$ cat config.mk
export PLATFORM = sky130hd
export DESIGN_NAME = psc_pll_synth_control
export DESIGN_NICKNAME = d
export VERILOG_FILES = /design/src/psc_pkg.sv /design/src/pll_synth_control.sv /design/src/psc_even_div.sv
export SDC_FILE = /design/constraint.sdc
export NUM_CORES = 1
export LEC_CHECK = 0
export ABC_CLOCK_PERIOD_IN_PS = 2650
export BUFFER_PORTS_ARGS = -buffer_cell sky130_fd_sc_hd__buf_4
export CORE_AREA = 2 2 94 96
export CTS_CLUSTER_SIZE = 10
export DETAILED_ROUTE_END_ITERATION = 16
export DIE_AREA = 0 0 96 98
export PLACE_DENSITY_LB_ADDON = 0.3
export SLEW_MARGIN = 30
export SYNTH_ARGS = -nofsm -noshare
export SYNTH_HDL_FRONTEND = slang
export SYNTH_SLANG_ARGS = --single-unit
$ cat constraint.sdc
create_clock -name clk -period 2.65 [get_ports clk]
set_input_delay 0.265 -clock clk [delete_from_list [all_inputs] [get_ports clk]]
set_output_delay 0.265 -clock clk [all_outputs]
set_load 0.01 [all_outputs]
$ cat src/psc_pkg.sv
// Constants and types shared by the synthesizer control logic.
package psc_pkg;
    localparam int CLK_PERIOD_NS = 25;
    localparam int REG_UP_TIME_US = 50;
    localparam int REG_UP_CYCLES =
        (REG_UP_TIME_US * 1000 + CLK_PERIOD_NS - 1) / CLK_PERIOD_NS;

    localparam logic [3:0] REF_OUT_DIV_RESET = 4'h4;
    localparam logic [2:0] REF_DIV_RESET = 3'h1;
    localparam logic [2:0] STATUS_SEL_RESET = 3'h0;
    localparam logic OSC_EN_RESET = 1'b1;
    localparam logic [7:0] INT_N_RESET = 8'h00;
    localparam logic [14:0] FRAC_N_RESET = 15'h0000;
    localparam logic [1:0] VCO_CENTRE_RESET = 2'h0;
    localparam logic [3:0] VCO_BIAS_RESET = 4'h0;
    localparam logic [7:0] INT_N_MIN = 8'h1F;

    localparam logic [7:0] LOCK_SET_ERR_NS = 8'h0F;
    localparam logic [7:0] LOCK_CLEAR_ERR_NS = 8'h19;
    localparam logic [2:0] LOCK_GOOD_CYCLES = 3'h5;

    localparam logic [2:0] VCO_DIV_BASE = 3'h2;
    localparam logic [2:0] VCO_DIV_LOW_BAND = 3'h4;

    localparam logic [2:0] MUX_REG_READY = 3'h0;
    localparam logic [2:0] MUX_DIG_LOCK = 3'h1;
    localparam logic [2:0] MUX_ANA_LOCK = 3'h2;
    localparam logic [2:0] MUX_REF_PULSE = 3'h3;
    localparam logic [2:0] MUX_FRAC_CARRY = 3'h4;
    localparam logic [2:0] MUX_HIGH = 3'h5;
    localparam logic [2:0] MUX_LOW = 3'h6;

    typedef enum logic [1:0] {
        LOCK_SEARCH = 2'b01,
        LOCK_HELD = 2'b10
    } psc_lock_state_t;
endpackage

$ cat src/pll_synth_control.sv
// Control and status logic of the fractional-N frequency synthesizer.
`timescale 1ns/100ps
`default_nettype none
module psc_pll_synth_control (
    input wire logic clk,
    input wire logic sys_rst,
    // Chip enable pin; low powers the block down.
    input wire logic chip_power_enable,
    // Comparator on the interface regulator supply, asynchronous.
    input wire logic interface_regulator_supply,
    // Programming strobe and the values it loads.
    input wire logic cfg_write,
    input wire logic osc_enable_bit,
    input wire logic [3:0] ref_out_div_sel,
    input wire logic [2:0] ref_div_ratio,
    input wire logic [2:0] status_select_field,
    input wire logic pll_enable_bit,
    input wire logic low_band_divide_bit,
    input wire logic [7:0] int_n_value,
    input wire logic [14:0] frac_n_value,
    input wire logic [1:0] vco_centre_value,
    input wire logic [3:0] vco_bias_value,
    // Phase error measurement, one strobe per comparison cycle.
    input wire logic phase_error_valid,
    input wire logic [7:0] phase_error_ns,
    output logic regulators_on,
    output logic osc_enable_out,
    output logic divided_ref_clock_out,
    output logic phase_detector_ref_pulse,
    output logic [7:0] fb_int_value,
    output logic [14:0] fb_frac_value,
    output logic [8:0] fb_divide_value,
    output logic int_setting_invalid,
    output logic vco_enable,
    output logic [1:0] vco_centre_out,
    output logic [3:0] vco_bias_out,
    output logic [2:0] out_divide_ratio,
    output logic [2:0] ref_ratio_out,
    output logic regulator_ready,
    output logic digital_lock,
    output logic analog_lock_o,
    output logic analog_lock_oe,
    output logic status_mux_o,
    output logic status_mux_oe
);
    import psc_pkg::*;

    // Clamps an out-of-range reference ratio so the divider never stalls.
    function automatic logic [2:0] eff_ratio(input logic [2:0] r);
        eff_ratio = (r == 3'h0) ? 3'h1 : r;
    endfunction

    // Pin synchronisers.
    logic ce_meta_q;
    logic ce_sync_q;
    logic rdy_meta_q;
    logic rdy_sync_q;

    always_ff @(posedge clk) begin
        if (sys_rst) begin
            ce_meta_q <= 1'b0;
            ce_sync_q <= 1'b0;
        end else begin
            ce_meta_q <= chip_power_enable;
            ce_sync_q <= ce_meta_q;
        end
    end

    always_ff @(posedge clk) begin
        if (sys_rst) begin
            rdy_meta_q <= 1'b0;
            rdy_sync_q <= 1'b0;
        end else begin
            rdy_meta_q <= interface_regulator_supply;
            rdy_sync_q <= rdy_meta_q;
        end
    end

    logic pd_q;
    logic reg_ready;

    assign pd_q = sys_rst || !ce_sync_q;
    assign regulators_on = ce_sync_q;
    assign reg_ready = ce_sync_q && rdy_sync_q;

    // Programmed values. Power-down returns every one to its default, and
    // writes are ignored while the interface supply is not yet stable.
    logic osc_en_q;
    logic [3:0] ref_out_div_q;
    logic [2:0] ref_div_q;
    logic [2:0] status_sel_q;
    logic pll_en_q;
    logic low_band_q;
    logic [7:0] int_n_q;
    logic [14:0] frac_n_q;
    logic [1:0] vco_centre_q;
    logic [3:0] vco_bias_q;

    always_ff @(posedge clk) begin
        if (pd_q) begin
            osc_en_q <= OSC_EN_RESET;
            ref_out_div_q <= REF_OUT_DIV_RESET;
            ref_div_q <= REF_DIV_RESET;
            status_sel_q <= STATUS_SEL_RESET;
            pll_en_q <= 1'b0;
            low_band_q <= 1'b0;
            int_n_q <= INT_N_RESET;
            frac_n_q <= FRAC_N_RESET;
            vco_centre_q <= VCO_CENTRE_RESET;
            vco_bias_q <= VCO_BIAS_RESET;
        end else if (cfg_write && reg_ready) begin
            osc_en_q <= osc_enable_bit;
            ref_out_div_q <= ref_out_div_sel;
            ref_div_q <= ref_div_ratio;
            status_sel_q <= status_select_field;
            pll_en_q <= pll_enable_bit;
            low_band_q <= low_band_divide_bit;
            int_n_q <= int_n_value;
            frac_n_q <= frac_n_value;
            vco_centre_q <= vco_centre_value;
            vco_bias_q <= vco_bias_value;
        end
    end

    assign osc_enable_out = osc_en_q && ce_sync_q;

    // Divided reference clock output; the field holds half the divide.
    psc_even_div #(
        .SEL_W(4)
    ) u_ref_out_div (
        .clk(clk),
        .rst(pd_q),
        .enable(1'b1),
        .half_period(ref_out_div_q),
        .clk_out(divided_ref_clock_out)
    );

    // Reference divider: one pulse every R crystal cycles is the comparison
    // clock. A ratio of zero is treated as one rather than stopping the loop.
    logic [2:0] r_cnt_q;
    logic ref_pulse_q;

    always_ff @(posedge clk) begin
        if (pd_q) begin
            r_cnt_q <= 3'h0;
            ref_pulse_q <= 1'b0;
        end else if (r_cnt_q >= eff_ratio(ref_div_q) - 3'h1) begin
            r_cnt_q <= 3'h0;
            ref_pulse_q <= 1'b1;
        end else begin
            r_cnt_q <= r_cnt_q + 3'h1;
            ref_pulse_q <= 1'b0;
        end
    end

    assign phase_detector_ref_pulse = ref_pulse_q;
    assign ref_ratio_out = eff_ratio(ref_div_q);

    // First-order sigma-delta: the fraction accumulates once per comparison
    // cycle and each overflow adds one to the integer divide for that cycle,
    // so the mean divide is the integer plus the fraction over 2^15.
    logic [14:0] acc_q;
    logic [15:0] acc_sum;
    logic carry_q;
    logic [7:0] int_eff;
    logic [8:0] div_q;

    assign acc_sum = {1'b0, acc_q} + {1'b0, frac_n_q};
    // Settings below the pulse-swallow minimum are flagged and held at it.
    assign int_setting_invalid = int_n_q < INT_N_MIN;
    assign int_eff = int_setting_invalid ? INT_N_MIN : int_n_q;

    always_ff @(posedge clk) begin
        if (pd_q || !pll_en_q) begin
            acc_q <= 15'h0000;
            carry_q <= 1'b0;
            div_q <= 9'h000;
        end else if (ref_pulse_q) begin
            acc_q <= acc_sum[14:0];
            carry_q <= acc_sum[15];
            div_q <= {1'b0, int_eff} + {8'h00, acc_sum[15]};
        end
    end

    assign fb_int_value = int_eff;
    assign fb_frac_value = frac_n_q;
    assign fb_divide_value = div_q;

    // VCO controls.
    assign vco_enable = pll_en_q && ce_sync_q;
    assign vco_centre_out = vco_centre_q;
    assign vco_bias_out = vco_bias_q;
    assign out_divide_ratio =
        low_band_q ? VCO_DIV_LOW_BAND : VCO_DIV_BASE;

    // Digital lock detect. Measurements only count while the loop runs.
    psc_lock_state_t lock_state_q;
    logic [2:0] good_cnt_q;

    always_ff @(posedge clk) begin
        if (pd_q || !pll_en_q) begin
            lock_state_q <= LOCK_SEARCH;
            good_cnt_q <= 3'h0;
        end else if (phase_error_valid) begin
            case (lock_state_q)
                LOCK_SEARCH: begin
                    if (phase_error_ns < LOCK_SET_ERR_NS) begin
                        if (good_cnt_q == LOCK_GOOD_CYCLES - 3'h1) begin
                            lock_state_q <= LOCK_HELD;
                            good_cnt_q <= 3'h0;
                        end else begin
                            good_cnt_q <= good_cnt_q + 3'h1;
                        end
                    end else begin
                        good_cnt_q <= 3'h0;
                    end
                end
                LOCK_HELD: begin
                    // The wider release threshold keeps the flag from
                    // chattering on errors between the two limits.
                    if (phase_error_ns >= LOCK_CLEAR_ERR_NS) begin
                        lock_state_q <= LOCK_SEARCH;
                    end
                    good_cnt_q <= 3'h0;
                end
                default: begin
                    lock_state_q <= LOCK_SEARCH;
                    good_cnt_q <= 3'h0;
                end
            endcase
        end
    end

    logic locked;

    assign locked = lock_state_q == LOCK_HELD;
    assign digital_lock = locked;

    // Analog lock detect: released high while locked, with a one-cycle low
    // pulse on each comparison clock; pulled low otherwise.
    logic ana_high;

    assign ana_high = locked && !ref_pulse_q;
    assign analog_lock_o = 1'b0;
    assign analog_lock_oe = !ana_high;

    // Status multiplexer. Push-pull except on the analog lock choice, where
    // it behaves as the open-drain signal and needs the external pull-up.
    logic mux_val;

    assign regulator_ready = reg_ready;

    always_comb begin
        mux_val = 1'b0;
        case (status_sel_q)
            MUX_REG_READY: mux_val = reg_ready;
            MUX_DIG_LOCK: mux_val = locked;
            MUX_ANA_LOCK: mux_val = 1'b0;
            MUX_REF_PULSE: mux_val = ref_pulse_q;
            MUX_FRAC_CARRY: mux_val = carry_q;
            MUX_HIGH: mux_val = 1'b1;
            MUX_LOW: mux_val = 1'b0;
            default: mux_val = 1'b0;
        endcase
    end

    assign status_mux_o = mux_val;
    assign status_mux_oe =
        (status_sel_q == MUX_ANA_LOCK) ? !ana_high : 1'b1;
endmodule
`default_nettype wire

$ cat src/psc_even_div.sv
// Even clock divider producing a square wave from the crystal clock.
`timescale 1ns/100ps
`default_nettype none
module psc_even_div #(
    parameter int SEL_W = 4
) (
    input wire logic clk,
    input wire logic rst,
    input wire logic enable,
    input wire logic [SEL_W-1:0] half_period,
    output logic clk_out
);
    logic [SEL_W-1:0] cnt_q;
    logic out_q;

    // Toggling every half_period cycles gives a 50:50 output of twice that.
    always_ff @(posedge clk) begin
        if (rst || !enable || half_period == '0) begin
            cnt_q <= '0;
            out_q <= 1'b0;
        end else if (cnt_q >= half_period - 1'b1) begin
            cnt_q <= '0;
            out_q <= ~out_q;
        end else begin
            cnt_q <= cnt_q + 1'b1;
        end
    end

    assign clk_out = out_q;
endmodule
`default_nettype wire

; Word-level counts from Yosys, hierarchy flattened
; Index checks and enable logic that the tools add are counted.
; Widths: inputs -> output; s select.
[totals]
regBits = 85
latchBits = 0
ramBits = 0
romBits = 0
in_bits = 56
mem_count = 0
[op_classes]
addsub = 7
n_mul = 0
div = 0
order_cmp = 5
n_eq_ne = 11
shift = 0
muxes = 13
bitwise = 1
n_reduce_logical = 18
[ops]
columns = operator, n
row1 = $add 15x15->16, 1
row2 = $mux 3, 5
row3 = $add 8x1->9, 1
row4 = $eq 3x3->1 const B, 3
row5 = $ge 8x5->1 const B, 1
row6 = $lt 8x4->1 const B, 1
row7 = $lt 8x5->1 const B, 1
row8 = $mux 8, 1
row9 = $add 3x1->3 const B, 2
row10 = $eq 3x2->1 const B, 2
row11 = $logic_not 3->1, 2
row12 = $mux 2, 3
row13 = $logic_and 1x1->1, 5
row14 = $pmux 1 s5, 1
row15 = $add 4x1->4 const B, 1
row16 = $ge 4x4->1, 1
row17 = $logic_not 1->1, 4
row18 = $logic_not 4->1, 1
row19 = $ne 2x2->1 const B, 2
row20 = $pmux 2 s2, 1
row21 = $reduce_and 4->1, 1
row22 = $reduce_or 2->1, 2
row23 = $sub 4x1->4 const B, 1
row24 = $eq 3x1->1 const B, 1
row25 = other kinds (8), 11

; Longest topological paths before layout
; Gate-level depths: netlist of the first run.
[logic_depth]
ltp_word = 5
ltp_mapped = 12

; By module
; From an unflattened synthesis of the first run, not the netlist that was laid out.
[hier_totals]
hier_cells = 519
area_unflattened_um2 = 4232.8
[modules_own_cells]
columns = module, instances, cells_per_inst, area_per_inst_um2, seq_area_each_um2
row1 = psc_pll_synth_control, 1, 483, 3887.5, 1601.5
row2 = psc_even_div, 1, 36, 345.3, 100.1

; Worst setup path before layout of the first run
; No wires, ideal clock.
[synth_path]
path_kind = flip-flop to flip-flop
start = register frac_n_q[2] (netlist: fb_frac_value[2])
end = register div_q[6] (netlist: fb_divide_value[6])
arrival_time_ns = 2.387
t_required_ns = 2.564
path_slack_ns = 0.178
stages_incl_launch_ff = 12
period_less_slack_ns = 2.472
cell_sequence = dfxtp_1 > ha_1 > o21ai_0 > o21bai_2 > o2111ai_2 > o21ai_4 > and2_4 > ha_1 > nor2b_1 > nand2_1 > xor2_1 > a211oi_1
[synth_between]
elab_chain_len = 2
[synth_rtl]
columns = element, line_no
row1 = start: declaration, pll_synth_control.sv:95  ; logic [14:0] frac_n_q;
row2 = start signal: assignment, pll_synth_control.sv:119  ; frac_n_q <= frac_n_value;
row3 = $add 15x15->16, pll_synth_control.sv:168  ; assign acc_sum = {1'b0, acc_q} + {1'b0, frac_n_q};
row4 = $add 8x1->9, pll_synth_control.sv:181  ; div_q <= {1'b0, int_eff} + {8'h00, acc_sum[15]};
row5 = end signal: assignment, pll_synth_control.sv:181
row6 = end: declaration, pll_synth_control.sv:166  ; logic [8:0] div_q;
; No other way between the ends.
; A chain may end at the register's enable or synchronous reset.

; Worst setup path after layout of the first run
[layout_path]
start = register frac_n_q[8] (netlist: fb_frac_value[8])
end = register div_q[6] (netlist: fb_divide_value[6])
; Same word-level chain as after synthesis.

==> results.ini, run 1 <==
[outcome]
status=finished, final reports clean

[power_and_ir_drop]
swShare_pct=21.3
seqPwrFrac_pct=54.4
pwr-share-comb_pct=4.4
ir_drop_v=0.000313
total_leakage_power_nw=2.32
powerDensity_nw_per_um2=424
netSwitchingPower_mw=0.502
pwr-share-clk_pct=41.2
intPower_mw=1.86

[clocking]
cts.clk_slew.worst_paths_ns=0.08
cts.sinks=85
cts_max_path_buffers=2
postCtsHoldBufs=0
htreeDepth=3
cts_tree=yes
clkLatencyLatePin_ns=0.35
cts_buffers=9
ctsRootBufferMaster=clkbuf_8

[route]
drt_iter0_drc=179
postRouteAntennaNets=0
dr.pass1.iters=5
wire_per_inst_um=14.4
remaining_drc_errors=0
vias=4148
viasPerCell=5.42
wirelength_mm=11.0

[placement]
dp_slack_ns=-0.00621
portBuffers=109
dp_hpwl_mm=8.10
placed_cells=748
place.gp.congestion=0.888

[sta]
fin_skew_ns=0.0123
tightest_slew_ns=0.733
finalHoldViolCount=0
grt_setup_unrepaired=false
maxSlewHeadroom_pct=51.0
period_minus_slack_ns=2.43
fin_crit_sh_pct=91.6
fmax_mhz=412
slew_viol_final=0
final-setup-viol-count=0
setup_slack_ns=0.224

[grt]
grt.total_usage_pct=24.4
grt.overflow.total=0
antenna_found_initial=0
grt_pass1_vias=3939
met2_usage_pct=42.0
use_met3_pct=6.02
met1_usage_pct=30.3
grt_max_degree=28
grt_first_pass_wirelength_mm=18.2
top_usage_layer=met2

[floorplanning]
ios=112
start_util_pct=51.7
chipHeight_um=98
die-area_um2=9410
die_w_um=96
core.rowCount=34
coreArea_um2=8470

[synth]
yosysWarnings=0
syn_area_um2=4380
ys_types=55
synth_top_area_share_pct=38.9
ys_top_cells_by_area=dfxtp_1 39%, nand2_1 9.3%, ha_1 8.3%, a21oi_1 7.7%, nor2_1 2.9%
synth_edf_count=0
ys.flop_type=dfxtp_1
synthArstFlopShare_pct=0
synth_top_cell_by_area=dfxtp_1
synth_seq_cells=85
netlist_instances=549
ys_seq_area_share_pct=38.9
synthMostInstantiatedCell=nand2_1
synth.avg_cell_area_um2=7.97
ys_top_cells_by_count=108 x nand2_1, 85 x dfxtp_1, 67 x a21oi_1

[final_layout]
syn2layout_area_growth_pct=27.2
drive_above_1_share_pct=25.1
finalNonFillerCells=766
nNetsFinal=739
antenna_cells=0
fill_cells=743

[job]
max_cap_violations=0

[worst_setup_path]
arrival_ns=2.65
start_kind=register
required_ns=2.87
slowest_delay_ns=0.37
slowest_stage=ha_1
critical_path.top_delay_family=compound AO/OA/AOI/OAI gates
critPathMaxFanout=5
path_cells=ha_1 > a21oi_1 > o21ai_1 > a31oi_1 > o21ai_4 > and2_4 > ha_2 > nor2b_4 > nand2_1 > xor2_1 > a211oi_1
worst-setup-path-type=register to register
crit_buf_inv=0
cp-end-kind=register

[min_path]
worst_hold_path_type=input port to register

-- final timing paths --
check | start | slack [ns] | endpoint | cells past startpoint
max reg2reg | fb_frac_value[8]$_SDFFE_PP0P_ | 0.22 | fb_divide_value[6]$_SDFFE_PP0P_ | 11
max | fb_frac_value[8]$_SDFFE_PP0P_ | 0.22 | fb_divide_value[6]$_SDFFE_PP0P_ | 11
min reg2reg | ce_meta_q$_SDFF_PP0_ | 0.45 | regulators_on$_SDFF_PP0_ | 1
min | sys_rst | 0.12 | rdy_meta_q$_SDFF_PP0_ | 2
-- state kept, by name, indices dropped and copies added, names as in the netlist, 2 cells and up --
signal and flops:
good_cnt_q 3, u_ref_out_div.cnt_q 4, status_sel_q 3, ref_div_q 3
int_n_q 8, r_cnt_q 3, vco_bias_out 4, ref_out_div_q 4
fb_frac_value 15, lock_state_q 2, vco_centre_out 2, acc_q 15
fb_divide_value 9
-- power groups by stage --
stage                     Clock [mW]  Sequential (mW)  Combinational [mW]
after CTS                      0.982             1.28               0.105
after detailed placement           0             1.31               0.104
after global placement             0             1.31               0.103
final                          0.971             1.28               0.105
after floorplan                    0             1.31              0.0298
after global routing            1.04             1.28               0.115
-- logic make-up after synthesis --
group	after synthesis	share of synthesized area, %
simple gates	229	23.9
xor+xnor	15	3.00
mux	9	2.06
fa+ha+maj	30	8.75
flops	85	38.9
compound gates	130	18.6
other cells	1	0.0857
buf+inv	50	4.69
-- cells in the final DEF (no fill, tap or decap), drive strengths merged, types with 3 or more instances in the layout --
cell type and instances:
a211oi 8, a21o 6, a21oi 67, a31oi 6
and2 7, and3 8, buf 129, clkbuf 13
dfxtp 85, ha 29, inv 12, mux2i 9
nand2 108, nand2b 7, nand3 20, nand4 5
nor2 34, nor2b 10, nor3 17, o21a 3
o21ai 21, or2 6, xnor2 10, xor2 5
-- layout make-up --
class	count	area, µm²	share of cell area [%]
clock buffers	13	169	3.03
flip-flops and latches	85	1700	30.6
multi-input cells	415	2490	44.7
repair buffers	129	981	17.6
inverters	13	48.8	0.877
clock inverters	3	42.5	0.764
well taps	108	135	2.43
-- through the flow --
stage / cell area, µm² / power, mW / setup TNS (ns) / util [%] / hold slack (ns)
floorplan: 4380 / 1.34 / 0 / - / 0.337
finish: 5570 / 2.36 / 0 / 65.8 / 0.118
global route: 5570 / 2.44 / 0 / 65.8 / 0.109
detailed placement: 5330 / 1.42 / -0.00621 / 62.9 / 0.440
CTS: 5540 / 2.37 / 0 / 65.4 / 0.108
global placement: 5330 / 1.42 / 0 / 62.9 / 0.427
-- timing repair --
item                                   4_1_cts  5_1_grt
cloned                                       0        0
resized for setup                            2        5
pin swaps                                    0        3
endpoints found under the hold margin        0        0
setup buffers                                0        2
setup endpoints to repair                    1        3
-- layer usage --
layer  vias up  share of wire [%]
li1       2094                  -
met1      1931                 43
met2       111                 50
met3        12                5.8
met4         0                1.1
met5         -                  0
No activity file was read; power rests on OpenSTA's default activity.
==> inputs of run 2 (changes only) <==
Settings changed: SETUP_SLACK_MARGIN set to 0.4.
==> run 2 against run 1 <==
Against the previous run:
- worst hold slack improved by 0.0039 ns
- critical path depth did not move
- sequential cell count did not move
- maximum frequency rose by 8.5%
- register-to-register slack improved by 0.19 ns
- clock power rose by 23%
- die area did not move
- design area rose by 7.2%
- clock skew fell by 0.0017 ns
- global-route usage rose by 0.83 points
==> results.ini, run 2 (same netlist as run 1, synthesis figures left out) <==
[clocking]
cts_max_path_buffers=2  ; unchanged
cts_buffers=9  ; unchanged
clkLatencyLatePin_ns=0.35  ; about the same
htreeDepth=3  ; unchanged
cts_tree=yes
ctsRootBufferMaster=clkbuf_8
cts.sinks=85  ; unchanged
cts.clk_slew.worst_paths_ns=0.09  ; about the same
postCtsHoldBufs=0  ; unchanged

[worst_setup_path]
start_kind=register
slowest_stage=dfxtp_4
critPathMaxFanout=4  ; -1
reg2reg_slack_ns=0.41  ; +0.19 ns
r2r-start=fb_frac_value[3]$_SDFFE_PP0P_
required_ns=2.93  ; +0.06 ns
slowest_delay_ns=0.37  ; about the same
worst-setup-path-type=register to register
crit_buf_inv=0  ; unchanged
rr_worst_depth=11  ; unchanged
reg2reg_to=fb_divide_value[6]$_SDFFE_PP0P_
path_cells=ha_4 > o21ai_4 > o21bai_4 > o2111ai_4 > o21ai_4 > and2_4 > ha_4 > nor2b_4 > nand2_1 > xor2_1 > a211oi_1
cp-end-kind=register
critical_path.top_delay_family=compound AO/OA/AOI/OAI gates
arrival_ns=2.52  ; -0.13 ns

[sta]
fmax_mhz=447  ; +8.5%
fin_skew_ns=0.0106  ; -0.00174 ns
slew_viol_final=0  ; unchanged
tightest_slew_ns=0.750  ; +0.0172 ns
fin_setup_tns_ns=0  ; unchanged
period_minus_slack_ns=2.24  ; -0.190 ns
maxSlewHeadroom_pct=49.9  ; -1.1 points
grt_setup_unrepaired=true
final-setup-viol-count=0  ; unchanged
fin_crit_sh_pct=84.4  ; -7.2 points
finalHoldViolCount=0  ; unchanged

[final_layout]
antenna_cells=0  ; unchanged
layout_commonest_cell=buf_4
final_cell_mix=136 x buf_4, 108 x nand2_1, 73 x dfxtp_1, 65 x a21oi_1, 34 x nor2_1
final_area_um2=5970  ; +7.2%
drive_above_1_share_pct=31.1  ; +6.0 points
syn2layout_area_growth_pct=36.4
nNetsFinal=747  ; +1.1%

[power_and_ir_drop]
total_leakage_power_nw=2.36  ; +1.7%
powerDensity_nw_per_um2=431  ; +1.8%
ir_drop_v=0.000337  ; +7.9%

[route]
vias=4220  ; +1.7%
wirelength_mm=11.8  ; +6.9%
dr.pass1.iters=5  ; unchanged
wire_per_inst_um=15.2  ; +5.8%
viasPerCell=5.45  ; +0.68%
postRouteAntennaNets=0  ; unchanged
remaining_drc_errors=0  ; unchanged
drt_iter0_drc=204  ; +14%

[floorplanning]
start_util_pct=51.7  ; unchanged
coreArea_um2=8470  ; unchanged
ios=112  ; unchanged
core.rowCount=34  ; unchanged
die_w_um=96  ; unchanged
chipHeight_um=98  ; unchanged
die-area_um2=9410  ; unchanged

[min_path]
worstHoldPathCells=3  ; +1
holdPathEnd=ref_div_q[0]$_SDFFE_PP1P_
worst_hold_path_type=input port to register
min-delay-start=ref_div_ratio[0]

[placement]
portBuffers=109  ; unchanged
dp_hpwl_mm=8.16  ; +0.71%
placed_area_um2=5310  ; -0.38%
place.gp.congestion=0.892  ; +0.47%

[job]
max_cap_violations=0  ; unchanged

[grt]
grt_pass1_vias=4192  ; +6.4%
grt_first_pass_wirelength_mm=19.0  ; +4.6%
grt.overflow.total=0  ; unchanged
grt.total_usage_pct=25.2  ; +0.83 points
antenna_found_initial=0  ; unchanged
grt_max_degree=26  ; -7.1%

[outcome]
status=finished, final reports clean

[run 2: tightest hold or removal path: stages]
cell and delay [ns]:
buf_4 0.08, nand2_1 0.04, nand3_1 0.06
[run 2: worst max-delay path by stage]
| stage | startpoint | to | slack (ns) | depth (start not counted) |
|---|---|---|---|---|
| global placement | fb_frac_value[11]$_SDFFE_PP0P_ | fb_divide_value[6]$_SDFFE_PP0P_ | 0.30 | 10 |
| finish | fb_frac_value[3]$_SDFFE_PP0P_ | fb_divide_value[6]$_SDFFE_PP0P_ | 0.41 | 11 |
| floorplan | fb_frac_value[1]$_SDFFE_PP0P_ | fb_divide_value[6]$_SDFFE_PP0P_ | 0.40 | 11 |
| detailed placement | fb_frac_value[10]$_SDFFE_PP0P_ | fb_divide_value[6]$_SDFFE_PP0P_ | 0.18 | 11 |
| global route | fb_frac_value[1]$_SDFFE_PP0P_ | fb_divide_value[4]$_SDFFE_PP0P_ | 0.29 | 11 |
| CTS | fb_frac_value[0]$_SDFFE_PP0P_ | fb_divide_value[6]$_SDFFE_PP0P_ | 0.40 | 11 |
[run 2: layout make-up]
cell class                 count  area [µm²]
multi-input combinational    415        2760
fill                         684        2500
sequential                    85        1730
timing repair buffer         137        1040
tap                          108         135
clock inverter                 6         134
clock buffer                  10         128
inverter                      13        48.8
[run 2: routing by layer]
layer  part of all wire [%]  vias to the layer above  track usage, %
met5                      0                        -               0
met4                    1.8                        0            8.13
met3                    7.5                       19            7.25
met2                     49                      148            41.6
met1                     42                     1941            31.4
li1                       -                     2112               -
[run 2: through the flow]
stage,power (mW),setup WS [ns],std cells,hold slack (ns),utilization [%]
final,2.57,0.413,774,0.122,70.5
after global routing,2.65,0.293,774,0.111,70.5
after global placement,1.41,0.299,738,0.421,62.7
after detailed placement,1.42,0.176,738,0.421,62.7
after floorplan,1.34,0.401,550,0.337,-
after CTS,2.59,0.401,761,0.101,68.1
[run 2: what timing repair did]
item | 4_1_cts | 5_1_grt
pin swaps | 8 | 18
setup endpoints to repair | 7 | 7
endpoints found under the hold margin | 0 | 0
cloned | 0 | 0
gates resized for setup | 22 | 24
setup buffers | 7 | 13
[run 2: power breakdown]
part           switching, mW  internal [mW]  leakage, nW
Sequential           0.00426           1.28        0.693
Combinational         0.0388         0.0647         1.53
Clock                  0.467          0.724        0.131
==> inputs of run 3 (changes only) <==
Settings changed: ABC_CLOCK_PERIOD_IN_PS 2650 to 2050, CORE_AREA 2 2 94 96 to 2 2 99 101, DIE_AREA 0 0 96 98 to 0 0 101 103.
Clock period 2.65 ns to 2.05 ns, I/O delays scaled along.
==> run 3 against run 2 <==
Against the previous run:
- the flow now finishes with violations (negative setup slack)
- cell count grew 7.0%
- first-iteration DRC count shrank 14%
- clock power grew 8%
- total power grew 20%
- global-route usage shrank 1.6 points
- non-clock buffer count grew 49
- register-to-register slack lost 0.55 ns
- combinational power grew 39%
- design area grew 9.2%
- utilization shrank 1.6 points
==> results.ini, run 3 (same netlist as run 1, synthesis figures left out) <==
[min_path]
worst_hold_path_type=input port to register

[sta]
tightest_slew_ns=0.509  ; -0.241 ns
fin_skew_ns=0.00999  ; -0.000623 ns
fin_setup_tns_ns=-0.643  ; -0.643 ns
final-setup-viol-count=8  ; +8
finalHoldViolCount=0  ; unchanged
slew_viol_final=0  ; unchanged
fin_crit_sh_pct=107  ; +22 points
setup_slack_ns=-0.141  ; -0.554 ns
period_minus_slack_ns=2.19  ; -0.0459 ns
maxSlewHeadroom_pct=66.0  ; +16 points
grt_setup_unrepaired=true
fmax_mhz=456  ; +2.1%

[clocking]
cts_max_path_buffers=2  ; unchanged
htreeDepth=3  ; unchanged
postCtsHoldBufs=0  ; unchanged
cts_buffers=9  ; unchanged
ctsRootBufferMaster=clkbuf_8
clkLatencyLatePin_ns=0.35  ; about the same
cts.sinks=85  ; unchanged
cts.clk_slew.worst_paths_ns=0.09  ; about the same
cts_tree=yes

[worst_setup_path]
slowest_delay_ns=0.34  ; -0.03 ns
worst-setup-path-type=register to register
path_cells=ha_4 > a211oi_4 > o21bai_4 > o2111ai_4 > o21ai_4 > and2_4 > ha_4 > buf_4 > a31oi_4 > nor3_2 > a21oi_1 > nor2_1
rr_worst_depth=12  ; +1
required_ns=2.30  ; -0.63 ns
r2r-start=acc_q[1]$_SDFFE_PP0P_
crit_buf_inv=1  ; +1
cp.depth=12  ; +1
start_kind=register
reg2reg_to=fb_divide_value[4]$_SDFFE_PP0P_
critPathMaxFanout=3  ; -1
crit_top_cell=ha_4
critical_path.top_delay_family=compound AO/OA/AOI/OAI gates
arrival_ns=2.44  ; -0.08 ns
reg2reg_slack_ns=-0.14  ; -0.55 ns
cp-end-kind=register
endpoint=fb_divide_value[4]$_SDFFE_PP0P_
slowest_stage=dfxtp_2
crit_start=acc_q[1]$_SDFFE_PP0P_

[power_and_ir_drop]
total_leakage_power_nw=2.64  ; +12%
powerDensity_nw_per_um2=473  ; +9.6%
ir_drop_v=0.000338  ; +0.19%

[route]
drt_iter0_drc=175  ; -14%
remaining_drc_errors=0  ; unchanged
wirelength_mm=12.9  ; +9.7%
postRouteAntennaNets=0  ; unchanged
wire_per_inst_um=15.6  ; +2.6%
vias=4453  ; +5.5%
dr.pass1.iters=5  ; unchanged
viasPerCell=5.38  ; -1.4%

[floorplanning]
start_util_pct=46.3  ; -5.4 points
die-area_um2=10400  ; +11%
die_w_um=101  ; +5.2%
chipHeight_um=103  ; +5.1%
coreArea_um2=9460  ; +12%
core.rowCount=36  ; +5.9%
ios=112  ; unchanged

[job]
max_cap_violations=0  ; unchanged

[outcome]
violations=negative setup slack
status=finished with violations

[placement]
portBuffers=109  ; unchanged
place.gp.congestion=0.940  ; +5.4%
dp_slack_ns=-0.169  ; -0.345 ns
placed_cells=789  ; +6.9%
placed_area_um2=5810  ; +9.6%
dp_hpwl_mm=8.77  ; +7.5%

[grt]
grt.overflow.total=0  ; unchanged
antenna_found_initial=0  ; unchanged
grt_pass1_vias=4264  ; +1.7%
grt.total_usage_pct=23.6  ; -1.6 points
grt_max_degree=43  ; +65%
grt_first_pass_wirelength_mm=19.6  ; +2.7%

[final_layout]
syn2layout_area_growth_pct=48.9
drive_above_1_share_pct=40.9  ; +9.8 points
layout_commonest_cell=buf_4
finalNonFillerCells=828  ; +7.0%
final_area_um2=6520  ; +9.2%
antenna_cells=0  ; unchanged
nNetsFinal=796  ; +6.6%
final_cell_mix=176 x buf_4, 106 x nand2_1, 64 x a21oi_1, 59 x dfxtp_1, 29 x nor2_1
fill_cells=729  ; +6.6%

==> run 3: changes by cell type in the layout (fill, tap and decap cells not counted), moves of 6 or more <==
cell / previous run / this run
buf_6: 0 / 8
buf_4: 136 / 176
dfxtp_2: 8 / 23
o21ai_0: 18 / 12
dfxtp_1: 73 / 59
==> run 3: cell type report <==
type                    instances  area [µm²]  share of cell area (%)
repair buffers                186        1460                    22.4
clock inverters                 4        73.8                    1.13
clock buffers                  11         131                    2.02
inverters                      13        51.3                   0.787
multi-input cells             415        2920                    44.8
well taps                     114         143                    2.19
flip-flops and latches         85        1740                    26.7
==> run 3: through the flow <==
step	utilization (%)	total power, mW	hold WS (ns)
floorplan	-	1.73	0.277
global placement	61.5	1.83	0.414
detailed placement	61.5	1.83	0.418
finish	68.9	3.08	0.0390
CTS	66.0	3.08	0.0340
global route	68.9	3.18	0.0401
==> run 3: what timing repair did <==
| item | CTS | global route |
|---|---|---|
| buffers inserted | 13 | 10 |
| endpoints found under the setup margin | 32 | 34 |
| gates resized for setup | 30 | 43 |
| pin swaps | 28 | 21 |
| cloned | 0 | 1 |
==> run 3: per-layer routing <==
layer | up-vias | GRT usage, % | wire (µm)
li1 | 2216 | - | -
met1 | 2070 | 28.5 | 5450
met2 | 146 | 40.9 | 6410
met3 | 21 | 6.03 | 867
met4 | 0 | 8.11 | 211
met5 | - | 0 | 0
==> run 3: how the worst min path moves through the flow <==
stage	depth (start not counted)	endpoint	slack, ns	startpoint
2_1_floorplan	1	ce_meta_q$_SDFF_PP0_	0.28	sys_rst
3_3_place_gp	3	osc_en_q$_SDFFE_PP1P_	0.41	osc_enable_bit
3_5_place_dp	2	rdy_sync_q$_SDFF_PP0_	0.42	sys_rst
4_1_cts	2	regulators_on$_SDFF_PP0_	0.03	sys_rst
5_1_grt	2	regulators_on$_SDFF_PP0_	0.04	sys_rst
6_report	2	regulators_on$_SDFF_PP0_	0.04	sys_rst
==> run 3: power by group <==
group          internal [mW]  total, mW  switching [mW]
logic                 0.0900      0.145          0.0547
clock network          0.682       1.28           0.600
registers               1.65       1.65         0.00415
